===== src/design/rscr_regs.vh =====
// Register map, field positions and reset values of the strap sampler.
`ifndef RSCR_REGS_VH
`define RSCR_REGS_VH

// Register byte offsets (one aligned word each).
`define RSCR_STATUS_OFS 4'h0
`define RSCR_RATIO_OFS 4'h4
`define RSCR_CTRL_OFS 4'h8

// Status fields.
`define RSCR_ST_STRAP_LSB 0
`define RSCR_ST_STRAP_MSB 7
`define RSCR_ST_DONE_BIT 8
`define RSCR_ST_PINREL_BIT 9
`define RSCR_ST_PLAT_RSV_BIT 10
`define RSCR_ST_CORE_RSV_BIT 11

// Ratio fields.
`define RSCR_RT_PLAT_LSB 0
`define RSCR_RT_PLAT_MSB 4
`define RSCR_RT_CORE_LSB 8
`define RSCR_RT_CORE_MSB 11
`define RSCR_RT_SEC_LSB 16
`define RSCR_RT_SEC_MSB 17
`define RSCR_RT_CREF_LSB 20
`define RSCR_RT_CREF_MSB 26

// Control fields.
`define RSCR_CT_HOLD_LSB 0
`define RSCR_CT_HOLD_MSB 7

// Pull-up hold after release, in reference clocks.
`define RSCR_PU_HOLD_CLKS 8'h04

// Strap vector layout: {sec, core hi, core mid, core lo, plat[3:0]}.
`define RSCR_SV_PLAT_LSB 0
`define RSCR_SV_PLAT_MSB 3
`define RSCR_SV_CORE_LSB 4
`define RSCR_SV_CORE_MSB 6
`define RSCR_SV_SEC_BIT 7

// Security ratio codes and reset values of the decoded ratios.
`define RSCR_SEC_2TO1 2'h2
`define RSCR_SEC_3TO1 2'h3
`define RSCR_PLAT_RST 5'h00
`define RSCR_CORE_RST 4'h0

`endif


===== src/design/rscr_strap_sel.v =====
// Power-on strap sampling and clock ratio selection with a Wishbone port.
`timescale 1ns/1ns
// Overview of operation
// - Platform code 0,3-6,8-10,12 maps; others reserved
// - Core code 000,011-111 maps; 001,010 reserved
// - Core clock multiplies platform clock, not reference
// - Security strap 0 gives 2:1, 1 gives 3:1
// - Undriven security strap defaults to 3:1
// - During hard reset, configuration pins are inputs
// - On release latch pins, then restore outputs
// - Pull-up on in reset, few clocks after
`include "rscr_regs.vh"

module rscr_strap_sel #(
  parameter NPIN = 8
) (
  // Clock and reset.
  input wire clk_i,
  input wire rst_i,
  // Hard reset pin, active low, asynchronous to clk_i.
  input wire hard_reset_n_i,
  // Configuration pins: levels seen at the pads and pad controls.
  input wire [3:0] platform_ratio_straps_i,
  input wire core_ratio_strap_hi_i,
  input wire core_ratio_strap_mid_i,
  input wire core_ratio_strap_lo_i,
  input wire crypto_ratio_strap_i,
  output wire [NPIN-1:0] cfg_pin_o,
  output wire [NPIN-1:0] cfg_pin_oe_o,
  output reg cfg_rx_en_o,
  output reg cfg_pullup_en_o,
  // Normal output function of the shared pins.
  input wire [NPIN-1:0] func_out_i,
  input wire [NPIN-1:0] func_oe_i,
  // Decoded ratios.
  output reg [4:0] plat_ratio_o,
  output reg [3:0] core_ratio_x2_o,
  output reg [6:0] core_ref_ratio_x2_o,
  output reg [1:0] sec_ratio_o,
  output reg plat_rsvd_o,
  output reg core_rsvd_o,
  output reg cfg_done_o,
  // Wishbone classic slave.
  input wire wb_cyc_i,
  input wire wb_stb_i,
  input wire wb_we_i,
  input wire [3:0] wb_adr_i,
  input wire [3:0] wb_sel_i,
  input wire [31:0] wb_dat_i,
  output reg [31:0] wb_dat_o,
  output reg wb_ack_o
);

  localparam ST_RESET = 2'h0;
  localparam ST_HOLD = 2'h1;
  localparam ST_RUN = 2'h2;

  ////////////////////////////////////////////////////////////////////////////
  // Ratio decode.

  // Returns {reserved, ratio}; a reserved code yields ratio 0.
  function [5:0] plat_dec;
    input [3:0] code;
    begin
      case (code)
        4'h0: plat_dec = 6'h10;
        4'h3: plat_dec = 6'h03;
        4'h4: plat_dec = 6'h04;
        4'h5: plat_dec = 6'h05;
        4'h6: plat_dec = 6'h06;
        4'h8: plat_dec = 6'h08;
        4'h9: plat_dec = 6'h09;
        4'ha: plat_dec = 6'h0a;
        4'hc: plat_dec = 6'h0c;
        default: plat_dec = 6'h20;
      endcase
    end
  endfunction

  // Core ratio in half steps: {reserved, twice the ratio}.
  function [4:0] core_dec;
    input [2:0] code;
    begin
      case (code)
        3'h0: core_dec = 5'h08;
        3'h3: core_dec = 5'h03;
        3'h4: core_dec = 5'h04;
        3'h5: core_dec = 5'h05;
        3'h6: core_dec = 5'h06;
        3'h7: core_dec = 5'h07;
        default: core_dec = 5'h10;
      endcase
    end
  endfunction

  // Core to reference ratio in half steps, saturated to the field width.
  function [6:0] core_mul;
    input [4:0] plat;
    input [3:0] core;
    reg [8:0] prod;
    begin
      prod = plat * core;
      core_mul = prod[8:7] != 2'h0 ? 7'h7f : prod[6:0];
    end
  endfunction

  ////////////////////////////////////////////////////////////////////////////
  // Input synchronisers: three stages, a change counts once stages two and
  // three agree.

  wire [NPIN-1:0] pin_raw;
  reg [NPIN-1:0] pin_s1_q;
  reg [NPIN-1:0] pin_s2_q;
  reg [NPIN-1:0] pin_s3_q;
  reg [NPIN-1:0] pin_q;
  reg hr_s1_q;
  reg hr_s2_q;
  reg hr_s3_q;
  reg hr_n_q;

  assign pin_raw = {crypto_ratio_strap_i, core_ratio_strap_hi_i,
                    core_ratio_strap_mid_i, core_ratio_strap_lo_i,
                    platform_ratio_straps_i};

  // Pads reset high so a sampled bit looks pulled up before it settles.
  always @(posedge clk_i or posedge rst_i)
  begin
    if (rst_i)
    begin
      pin_s1_q <= {NPIN{1'b1}};
      pin_s2_q <= {NPIN{1'b1}};
      pin_s3_q <= {NPIN{1'b1}};
      pin_q <= {NPIN{1'b1}};
      hr_s1_q <= 1'b0;
      hr_s2_q <= 1'b0;
      hr_s3_q <= 1'b0;
      hr_n_q <= 1'b0;
    end
    else
    begin
      pin_s1_q <= pin_raw;
      pin_s2_q <= pin_s1_q;
      pin_s3_q <= pin_s2_q;
      pin_q <= (pin_s2_q & pin_s3_q) | (pin_q & (pin_s2_q ^ pin_s3_q));
      hr_s1_q <= hard_reset_n_i;
      hr_s2_q <= hr_s1_q;
      hr_s3_q <= hr_s2_q;
      if (hr_s2_q == hr_s3_q)
        hr_n_q <= hr_s3_q;
    end
  end

  ////////////////////////////////////////////////////////////////////////////
  // Sampling sequence.

  reg [1:0] state_q;
  reg [1:0] state_d;
  reg [7:0] hold_cnt_q;
  reg [7:0] hold_clks_q;
  reg [NPIN-1:0] strap_q;
  wire [5:0] plat_w;
  wire [4:0] core_w;
  wire hr_rel;

  assign hr_rel = hr_n_q;

  always @*
  begin
    state_d = state_q;
    case (state_q)
      ST_RESET:
        if (hr_rel)
          state_d = ST_HOLD;
      ST_HOLD:
        if (!hr_rel)
          state_d = ST_RESET;
        else if (hold_cnt_q >= hold_clks_q)
          state_d = ST_RUN;
      ST_RUN:
        if (!hr_rel)
          state_d = ST_RESET;
      default:
        state_d = ST_RESET;
    endcase
  end

  assign plat_w = plat_dec(strap_q[`RSCR_SV_PLAT_MSB:`RSCR_SV_PLAT_LSB]);
  assign core_w = core_dec(strap_q[`RSCR_SV_CORE_MSB:`RSCR_SV_CORE_LSB]);

  always @(posedge clk_i or posedge rst_i)
  begin
    if (rst_i)
    begin
      state_q <= ST_RESET;
      hold_cnt_q <= 8'h00;
      strap_q <= {NPIN{1'b1}};
      cfg_rx_en_o <= 1'b1;
      cfg_pullup_en_o <= 1'b1;
      cfg_done_o <= 1'b0;
    end
    else
    begin
      state_q <= state_d;
      // Straps are captured only on the release edge and then kept.
      if (state_q == ST_RESET && state_d == ST_HOLD)
        strap_q <= pin_q;
      if (state_q == ST_HOLD)
        hold_cnt_q <= hold_cnt_q + 8'h01;
      else
        hold_cnt_q <= 8'h00;
      // Receiver and pull-up go off together after the hold.
      cfg_rx_en_o <= (state_d != ST_RUN);
      cfg_pullup_en_o <= (state_d != ST_RUN);
      cfg_done_o <= (state_d == ST_RUN);
    end
  end

  // Pins stay inputs until the receiver is off, then carry their function.
  genvar gi;
  generate
    for (gi = 0; gi < NPIN; gi = gi + 1)
    begin : g_pad
      assign cfg_pin_o[gi] = cfg_rx_en_o ? 1'b0 : func_out_i[gi];
      assign cfg_pin_oe_o[gi] = !cfg_rx_en_o && func_oe_i[gi];
    end
  endgenerate

  // Decoded outputs follow the held straps; they change only after a new
  // capture, so consumers see stable ratios for the whole run.
  always @(posedge clk_i or posedge rst_i)
  begin
    if (rst_i)
    begin
      plat_ratio_o <= `RSCR_PLAT_RST;
      core_ratio_x2_o <= `RSCR_CORE_RST;
      core_ref_ratio_x2_o <= 7'h00;
      sec_ratio_o <= `RSCR_SEC_3TO1;
      plat_rsvd_o <= 1'b0;
      core_rsvd_o <= 1'b0;
    end
    else
    begin
      plat_ratio_o <= plat_w[4:0];
      plat_rsvd_o <= plat_w[5];
      core_ratio_x2_o <= core_w[3:0];
      core_rsvd_o <= core_w[4];
      // Core multiplier is applied to the platform clock.
      core_ref_ratio_x2_o <= core_mul(plat_w[4:0], core_w[3:0]);
      // An undriven strap reads high through the pull-up, giving 3:1.
      sec_ratio_o <= strap_q[`RSCR_SV_SEC_BIT] ?
                     `RSCR_SEC_3TO1 : `RSCR_SEC_2TO1;
    end
  end

  ////////////////////////////////////////////////////////////////////////////
  // Wishbone slave: one wait state, unmapped reads return zero.

  wire req;
  wire [31:0] status_w;
  wire [31:0] ratio_w;
  wire [31:0] ctrl_w;
  reg [31:0] rd_d;

  assign req = wb_cyc_i && wb_stb_i && !wb_ack_o;

  assign status_w = {20'h00000, core_rsvd_o, plat_rsvd_o, cfg_rx_en_o,
                     cfg_done_o, strap_q};
  assign ratio_w = {5'h00, core_ref_ratio_x2_o, 2'h0, sec_ratio_o,
                    4'h0, core_ratio_x2_o, 3'h0, plat_ratio_o};
  assign ctrl_w = {24'h000000, hold_clks_q};

  always @*
  begin
    if (wb_adr_i == `RSCR_STATUS_OFS)
      rd_d = status_w;
    else if (wb_adr_i == `RSCR_RATIO_OFS)
      rd_d = ratio_w;
    else if (wb_adr_i == `RSCR_CTRL_OFS)
      rd_d = ctrl_w;
    else
      rd_d = 32'h00000000;
  end

  always @(posedge clk_i or posedge rst_i)
  begin
    if (rst_i)
    begin
      wb_ack_o <= 1'b0;
      wb_dat_o <= 32'h00000000;
      hold_clks_q <= `RSCR_PU_HOLD_CLKS;
    end
    else
    begin
      wb_ack_o <= req;
      if (req && !wb_we_i)
        wb_dat_o <= rd_d;
      // Only the low byte lane holds a writable field.
      if (req && wb_we_i && wb_adr_i == `RSCR_CTRL_OFS && wb_sel_i[0])
        hold_clks_q <= wb_dat_i[`RSCR_CT_HOLD_MSB:`RSCR_CT_HOLD_LSB];
    end
  end

endmodule // rscr_strap_sel


===== config.mk =====
export PLATFORM = sky130hd
export DESIGN_NAME = rscr_strap_sel
export DESIGN_NICKNAME = d
export VERILOG_FILES = /design/src/design/rscr_strap_sel.v
export VERILOG_INCLUDE_DIRS = /design/src /design/src/design
export SDC_FILE = /design/constraint.sdc
export NUM_CORES = 1
export LEC_CHECK = 0
export BUFFER_PORTS_ARGS = -buffer_cell sky130_fd_sc_hd__buf_2
export CORE_ASPECT_RATIO = 0.9
export CORE_MARGIN = 8
export CORE_UTILIZATION = 52
export DETAILED_ROUTE_END_ITERATION = 10
export PLACE_DENSITY = 0.89
export SKIP_CTS_REPAIR_TIMING = 1
export SLEW_MARGIN = 20
export SYNTH_ARGS = -nofsm -noshare
export SYNTH_HDL_FRONTEND = slang
export SYNTH_SLANG_ARGS = --single-unit

===== constraint.sdc =====
create_clock -name clk_i -period 4.51 [get_ports clk_i]
set_clock_uncertainty 0.1 [all_clocks]
set_input_delay 0.902 -clock clk_i [delete_from_list [all_inputs] [get_ports clk_i]]
set_output_delay 0.902 -clock clk_i [all_outputs]
set_load 0.05 [all_outputs]

* Yosys cells after proc, flatten, opt, wreduce, memory -nomap -nowiden
Memories as Yosys holds them, arrays and structs flattened.
Cells that the tools add are included.
** Cells by class
- Multiply operators :: 1
- $add $sub $neg :: 1
- Order comparisons :: 1
- Bitwise logic cells :: 4
- Multiplexer cells :: 20
- Equality and inequality tests :: 13
- Reduce and logical (&&, ||, !) cells :: 22
** Operators by type and width (count)
- 27-bit 2-to-1 mux :: 2
- 5-bit one-hot mux with 6 select lines :: 1
- 8-bit bitwise AND :: 2
- 8-bit 2-to-1 mux :: 2
- 1-bit logical AND :: 15
- 3-bit == test, second input constant :: 4
- 5-bit by 4-bit multiplier with 9-bit output :: 1
- 1-bit 2-to-1 mux :: 9
- 8-bit by 1-bit adder with 8-bit output, second input constant :: 1
- 8-bit greater-or-equal comparator :: 1
- 2-bit 2-to-1 mux :: 4
- 8-bit OR :: 1
- 8-bit bitwise XOR :: 1
- 7-bit 2-to-1 mux :: 1
- 2-bit one-hot mux with 3 select lines :: 1
- 2-bit by 1-bit == test with 1-bit output, second input constant :: 2
- 2-bit == test, second input constant :: 2
- 4-bit by 3-bit == test with 1-bit output, second input constant :: 1
- 4-bit == test, second input constant :: 1
- 4-bit zero test :: 1
- 3-bit by 2-bit == test with 1-bit output, second input constant :: 1
- 1-bit zero test :: 3
- 3-bit zero test :: 1
- 2-bit zero test :: 1
- other kinds (3) :: 3
** Word-level totals
- Register bits :: 117
- Logic and storage cells :: 85
- Output and inout port bits :: 72
- Input bits :: 70
- Memories :: 1
- ROM bits :: 96
** Memory list
- (no name shown) :: words 16, bits a word 6, rd ports 1, clocked after memory_dff 0, wr ports 0, RTL line rscr_strap_sel.v:65 : case (code)

* Logic depth before layout (Yosys ltp)
- Word-level depth :: 6
- Depth in mapped cells :: 17
- Gate-level depth less buffers :: 17

* Least setup slack after synthesis
No wires, ideal clock.
- Kind :: flip-flop to flip-flop
- Start point :: register strap_q[0]
- End point :: register core_ref_ratio_x2_o[0]
- Buffers on the path :: 0
- Path slack :: 0.373 ns
- Required time :: 4.273 ns
- Library setup time :: 0.137 ns
- Data arrival time :: 3.900 ns
- Period minus slack after synthesis :: 4.137 ns
- Cell stages (with the launch flop) :: 16
- Cells stage by stage :: dfstp_2 inv_1 ha_1 and2_1 o21ai_0 inv_1 nand2_1 fa_1 fa_1 inv_1 fa_1 a211oi_2 nor2_1 a2111o_1 a21oi_2 o21ai_1
** On the way
- Longest elaborated chain between the ends :: 4
** Ends and longest elaborated chain
- start, declared :: RTL line rscr_strap_sel.v:160 : reg [NPIN-1:0] strap_q;
- start signal, assigned :: RTL line rscr_strap_sel.v:196 : strap_q <= {NPIN{1'b1}};
- start signal, assigned :: RTL line rscr_strap_sel.v:206 : strap_q <= pin_q;
- memory 16 x 6 bit
- named net plat_w[2] :: RTL line rscr_strap_sel.v:161 : wire [5:0] plat_w;
- 5-bit by 4-bit multiplier with 9-bit output :: RTL line rscr_strap_sel.v:102 : prod = plat * core;
- 2-bit nonzero test :: RTL line rscr_strap_sel.v:103 : core_mul = prod[8:7] != 2'h0 ? 7'h7f : prod[6:0];
- 7-bit 2-to-1 mux :: RTL line rscr_strap_sel.v:103
- end signal, assigned :: RTL line rscr_strap_sel.v:248 : core_ref_ratio_x2_o <= core_mul(plat_w[4:0], core_w[3:0]);
- end, declared :: RTL line rscr_strap_sel.v:38 : output reg [6:0] core_ref_ratio_x2_o,
The timed path passes the listed nets, and every way through them passes these cells.
A chain may end at the register's enable or synchronous reset.

* Worst setup path after layout
Ends and elaborated chain as after synthesis.

==> metrics.txt <==
Worst-Margin Slew approximately 0.99 ns; Initial Util 53.6%; initial antenna violation count 0; Reg2Reg Launch Point strap_q[0]; final worst-path cycle share between 90% and 100%; VDD IR max 0.216 mV; unique cell type count in the Yosys netlist 44; Total Power roughly 0.0029 W; crit path launch type flip-flop; Port Buffers a little over 100; CTS root buffer clkbuf_8; Die W ~120 um; Vias/cell a little over 5; first-pass GRT wire length around 17 mm; # H-tree levels 3; full die area between 0.01 and 0.015 mm2; CTS tree built; maximum clock rate about 230 MHz; Mapped Cells 418; total CTS buffers 9; pin count of the biggest net entering global routing between 80 and 90; Hold Vio Cnt, Final 0; Syn Area/Cell about 12 um2; fin crit period about 4.3 ns; iteration count of the initial detailed-routing pass 4; Bufs on Longest Clock Path 2; YS warnings 0; post-route ant nets 0; Rel. slew slack about a third; Crit. End Element flip-flop; worst setup margin 0.205 ns; Netlist Area Pre-Place slightly below 0.005 mm2; # DRC 0; MaxCap Viol Count 0; # setup viols final 0; Seq cells post-synth 105; DR iter-0 viols 156; Hold Path Origin hr_s1_q; critical path class flip-flop to flip-flop; later-pin clock latency in the skew report between 0.3 and 0.4 ns; worst-path fanout max 7; clk slew on worst S/H paths 0.10 ns; core area between 0.009 and 0.01 mm2; Setup WS pre-CTS -0.0388 ns; RSZ-0062 raised after global routing false; total number of vias between 3000 and 4000; Seq/Total Area, Yosys around 55%; HP Class flip-flop to flip-flop; Ports between 100 and 150; Worst Path Arrival between 4 and 5 ns; GRT Resource Usage Total around 17%; fin. max-slew vios 0; layout cells sized above 1 a little over a third; vias in the first global route about 3500; row count 33; post-DR wirelength/cell between 15 and 20 um; GRT overflow 0; Routed WL ~11 mm; Power Dens Cells around 510 mW/mm2; Die Height between 100 and 150 um; placed wire-length estimate 8.14 mm; setup_tns 0 ns; GPL Wtd Cong about 0.90; crit path launch strap_q[0]; Nets approximately 640; area grow syn2layout 16.7%; Ant. Diodes 0; status finished clean; CP required 4.63 ns; CTS Sinks 105; Leakage 3.11 nW
through the flow:
| stage | util, % | hold slack, ns | cells | cell area (um2) |
|---|---|---|---|---|
| 6_report | 62.6 | 0.254 | 653 | 5710 |
| 5_1_grt | 62.6 | 0.263 | 653 | 5710 |
| 4_1_cts | 61.9 | 0.257 | 648 | 5650 |
| 3_5_place_dp | 60.1 | 0.236 | 632 | 5490 |
| 3_3_place_gp | 60.1 | 0.235 | 632 | 5490 |
| 2_1_floorplan | - | 0.231 | 428 | 4930 |
layout make-up:
class,instances,area (um2)
Clock buffer,11,131
Multi-Input combinational cell,266,2000
Sequential cell,105,2680
Clock inverter,5,32.5
Inverter,31,121
Timing Repair Buffer,113,593
Fill cell,744,3410
Tap cell,122,153
power breakdown:
| group | internal, W | switching, W |
|---|---|---|
| logic | 0.000346 | 0.000763 |
| clock network | 0.000201 | 0.000306 |
| registers | 0.00114 | 0.000141 |
| total | 0.00168 | 0.00121 |
registers in the layout, indices dropped and copies added (netlist names), 2 cells and up:
signal and cells:
core_ratio_x2_o 4, core_ref_ratio_x2_o 7, hold_clks_q 8, hold_cnt_q 8, pin_q 8, pin_s1_q 8
pin_s2_q 8, pin_s3_q 8, plat_ratio_o 5, state_q 2, strap_q 8, wb_dat_o 21
cell usage after synthesis, drive strengths merged:
cell     n  area, um2
clkbuf   9       33.8
or2      1       6.26
mux2     7       78.8
dfrtp   62       1550
a211oi   4       35.0
nor2    28        108
o21bai   1       7.51
nand3    7       35.0
o22ai    1       6.26
a21o    14        105
dfstp   43       1130
o21ai   24        120
a21oi   11       58.8
and3     6       37.5
xnor2    4       35.0
nor3     4       47.5
or3      2       17.5
nand3b   1       20.0
inv     31        116
a22o    13        114
xor2     6       52.6
mux2i    9       90.1
a2111o   1       11.3
and2     3       18.8
o31ai    3       22.5
a222oi   4       40.0
conb     2       7.51
and4     1       8.76
ha      35        438
maj3     1       10.0
nand2b   7       43.8
nand2   28        105
buf     17        123
fa       6        120
o311ai   1       8.76
nor2b   21        131
metal layers:
layer	up-vias	global-route usage (%)	routed length, um
met4	0	6.21	190
li1	1612	-	-
met5	-	0	0
met1	1632	19.6	4470
met3	15	5.89	859
met2	129	28.1	5080
layout by cell type (no fill, tap or decap), drive strengths merged, types with 9 or more instances in the layout:
master,n
inv,31
a22o,13
dfstp,43
clkbuf,11
dfrtp,62
nor2b,21
a21o,14
ha,35
o21ai,24
conb,12
buf,113
mux2i,9
nor2,28
nand2,28
a21oi,11
critical path, cell delays in order, from the launching register on:
cell and delay (ns):
dfstp_2 0.57, inv_1 0.08, ha_1 0.23, a21oi_1 0.15, nor2_1 0.06, a21oi_2 0.15, inv_1 0.07, nand2_1 0.09
fa_1 0.46, fa_1 0.57, inv_1 0.08, fa_2 0.41, a211oi_2 0.29, nor2_2 0.10, a2111o_1 0.40, a21oi_4 0.24
o21ai_1 0.12
worst paths after layout:
kind / endpoint / slack (ns) / cells past startpoint
max: core_ref_ratio_x2_o[0] / 0.20 / 16
min: hr_s2_q / 0.25 / 0
max reg2reg: core_ref_ratio_x2_o[0] / 0.20 / 16
min reg2reg: hr_s2_q / 0.25 / 0
max in group asynchronous: pin_s1_q[6] / 2.92 / 3
min in group asynchronous: hr_s1_q / 0.56 / 2
cell families (layout without fill, tap and decap cells):
group / after synthesis / count (layout) / share of synthesized area [%]
and+or+nand+nor: 109 / 109 / 11.8
adders and majority gates: 42 / 42 / 11.6
DFF: 105 / 105 / 54.8
other: 2 / 12 / 0.153
AOI/OAI and AO/OA: 77 / 77 / 10.8
muxes: 16 / 16 / 3.45
buffers and inverters: 57 / 160 / 5.57
xor gates and xnor gates: 10 / 10 / 1.79
Note: power is estimated with default switching activity, not from simulation.
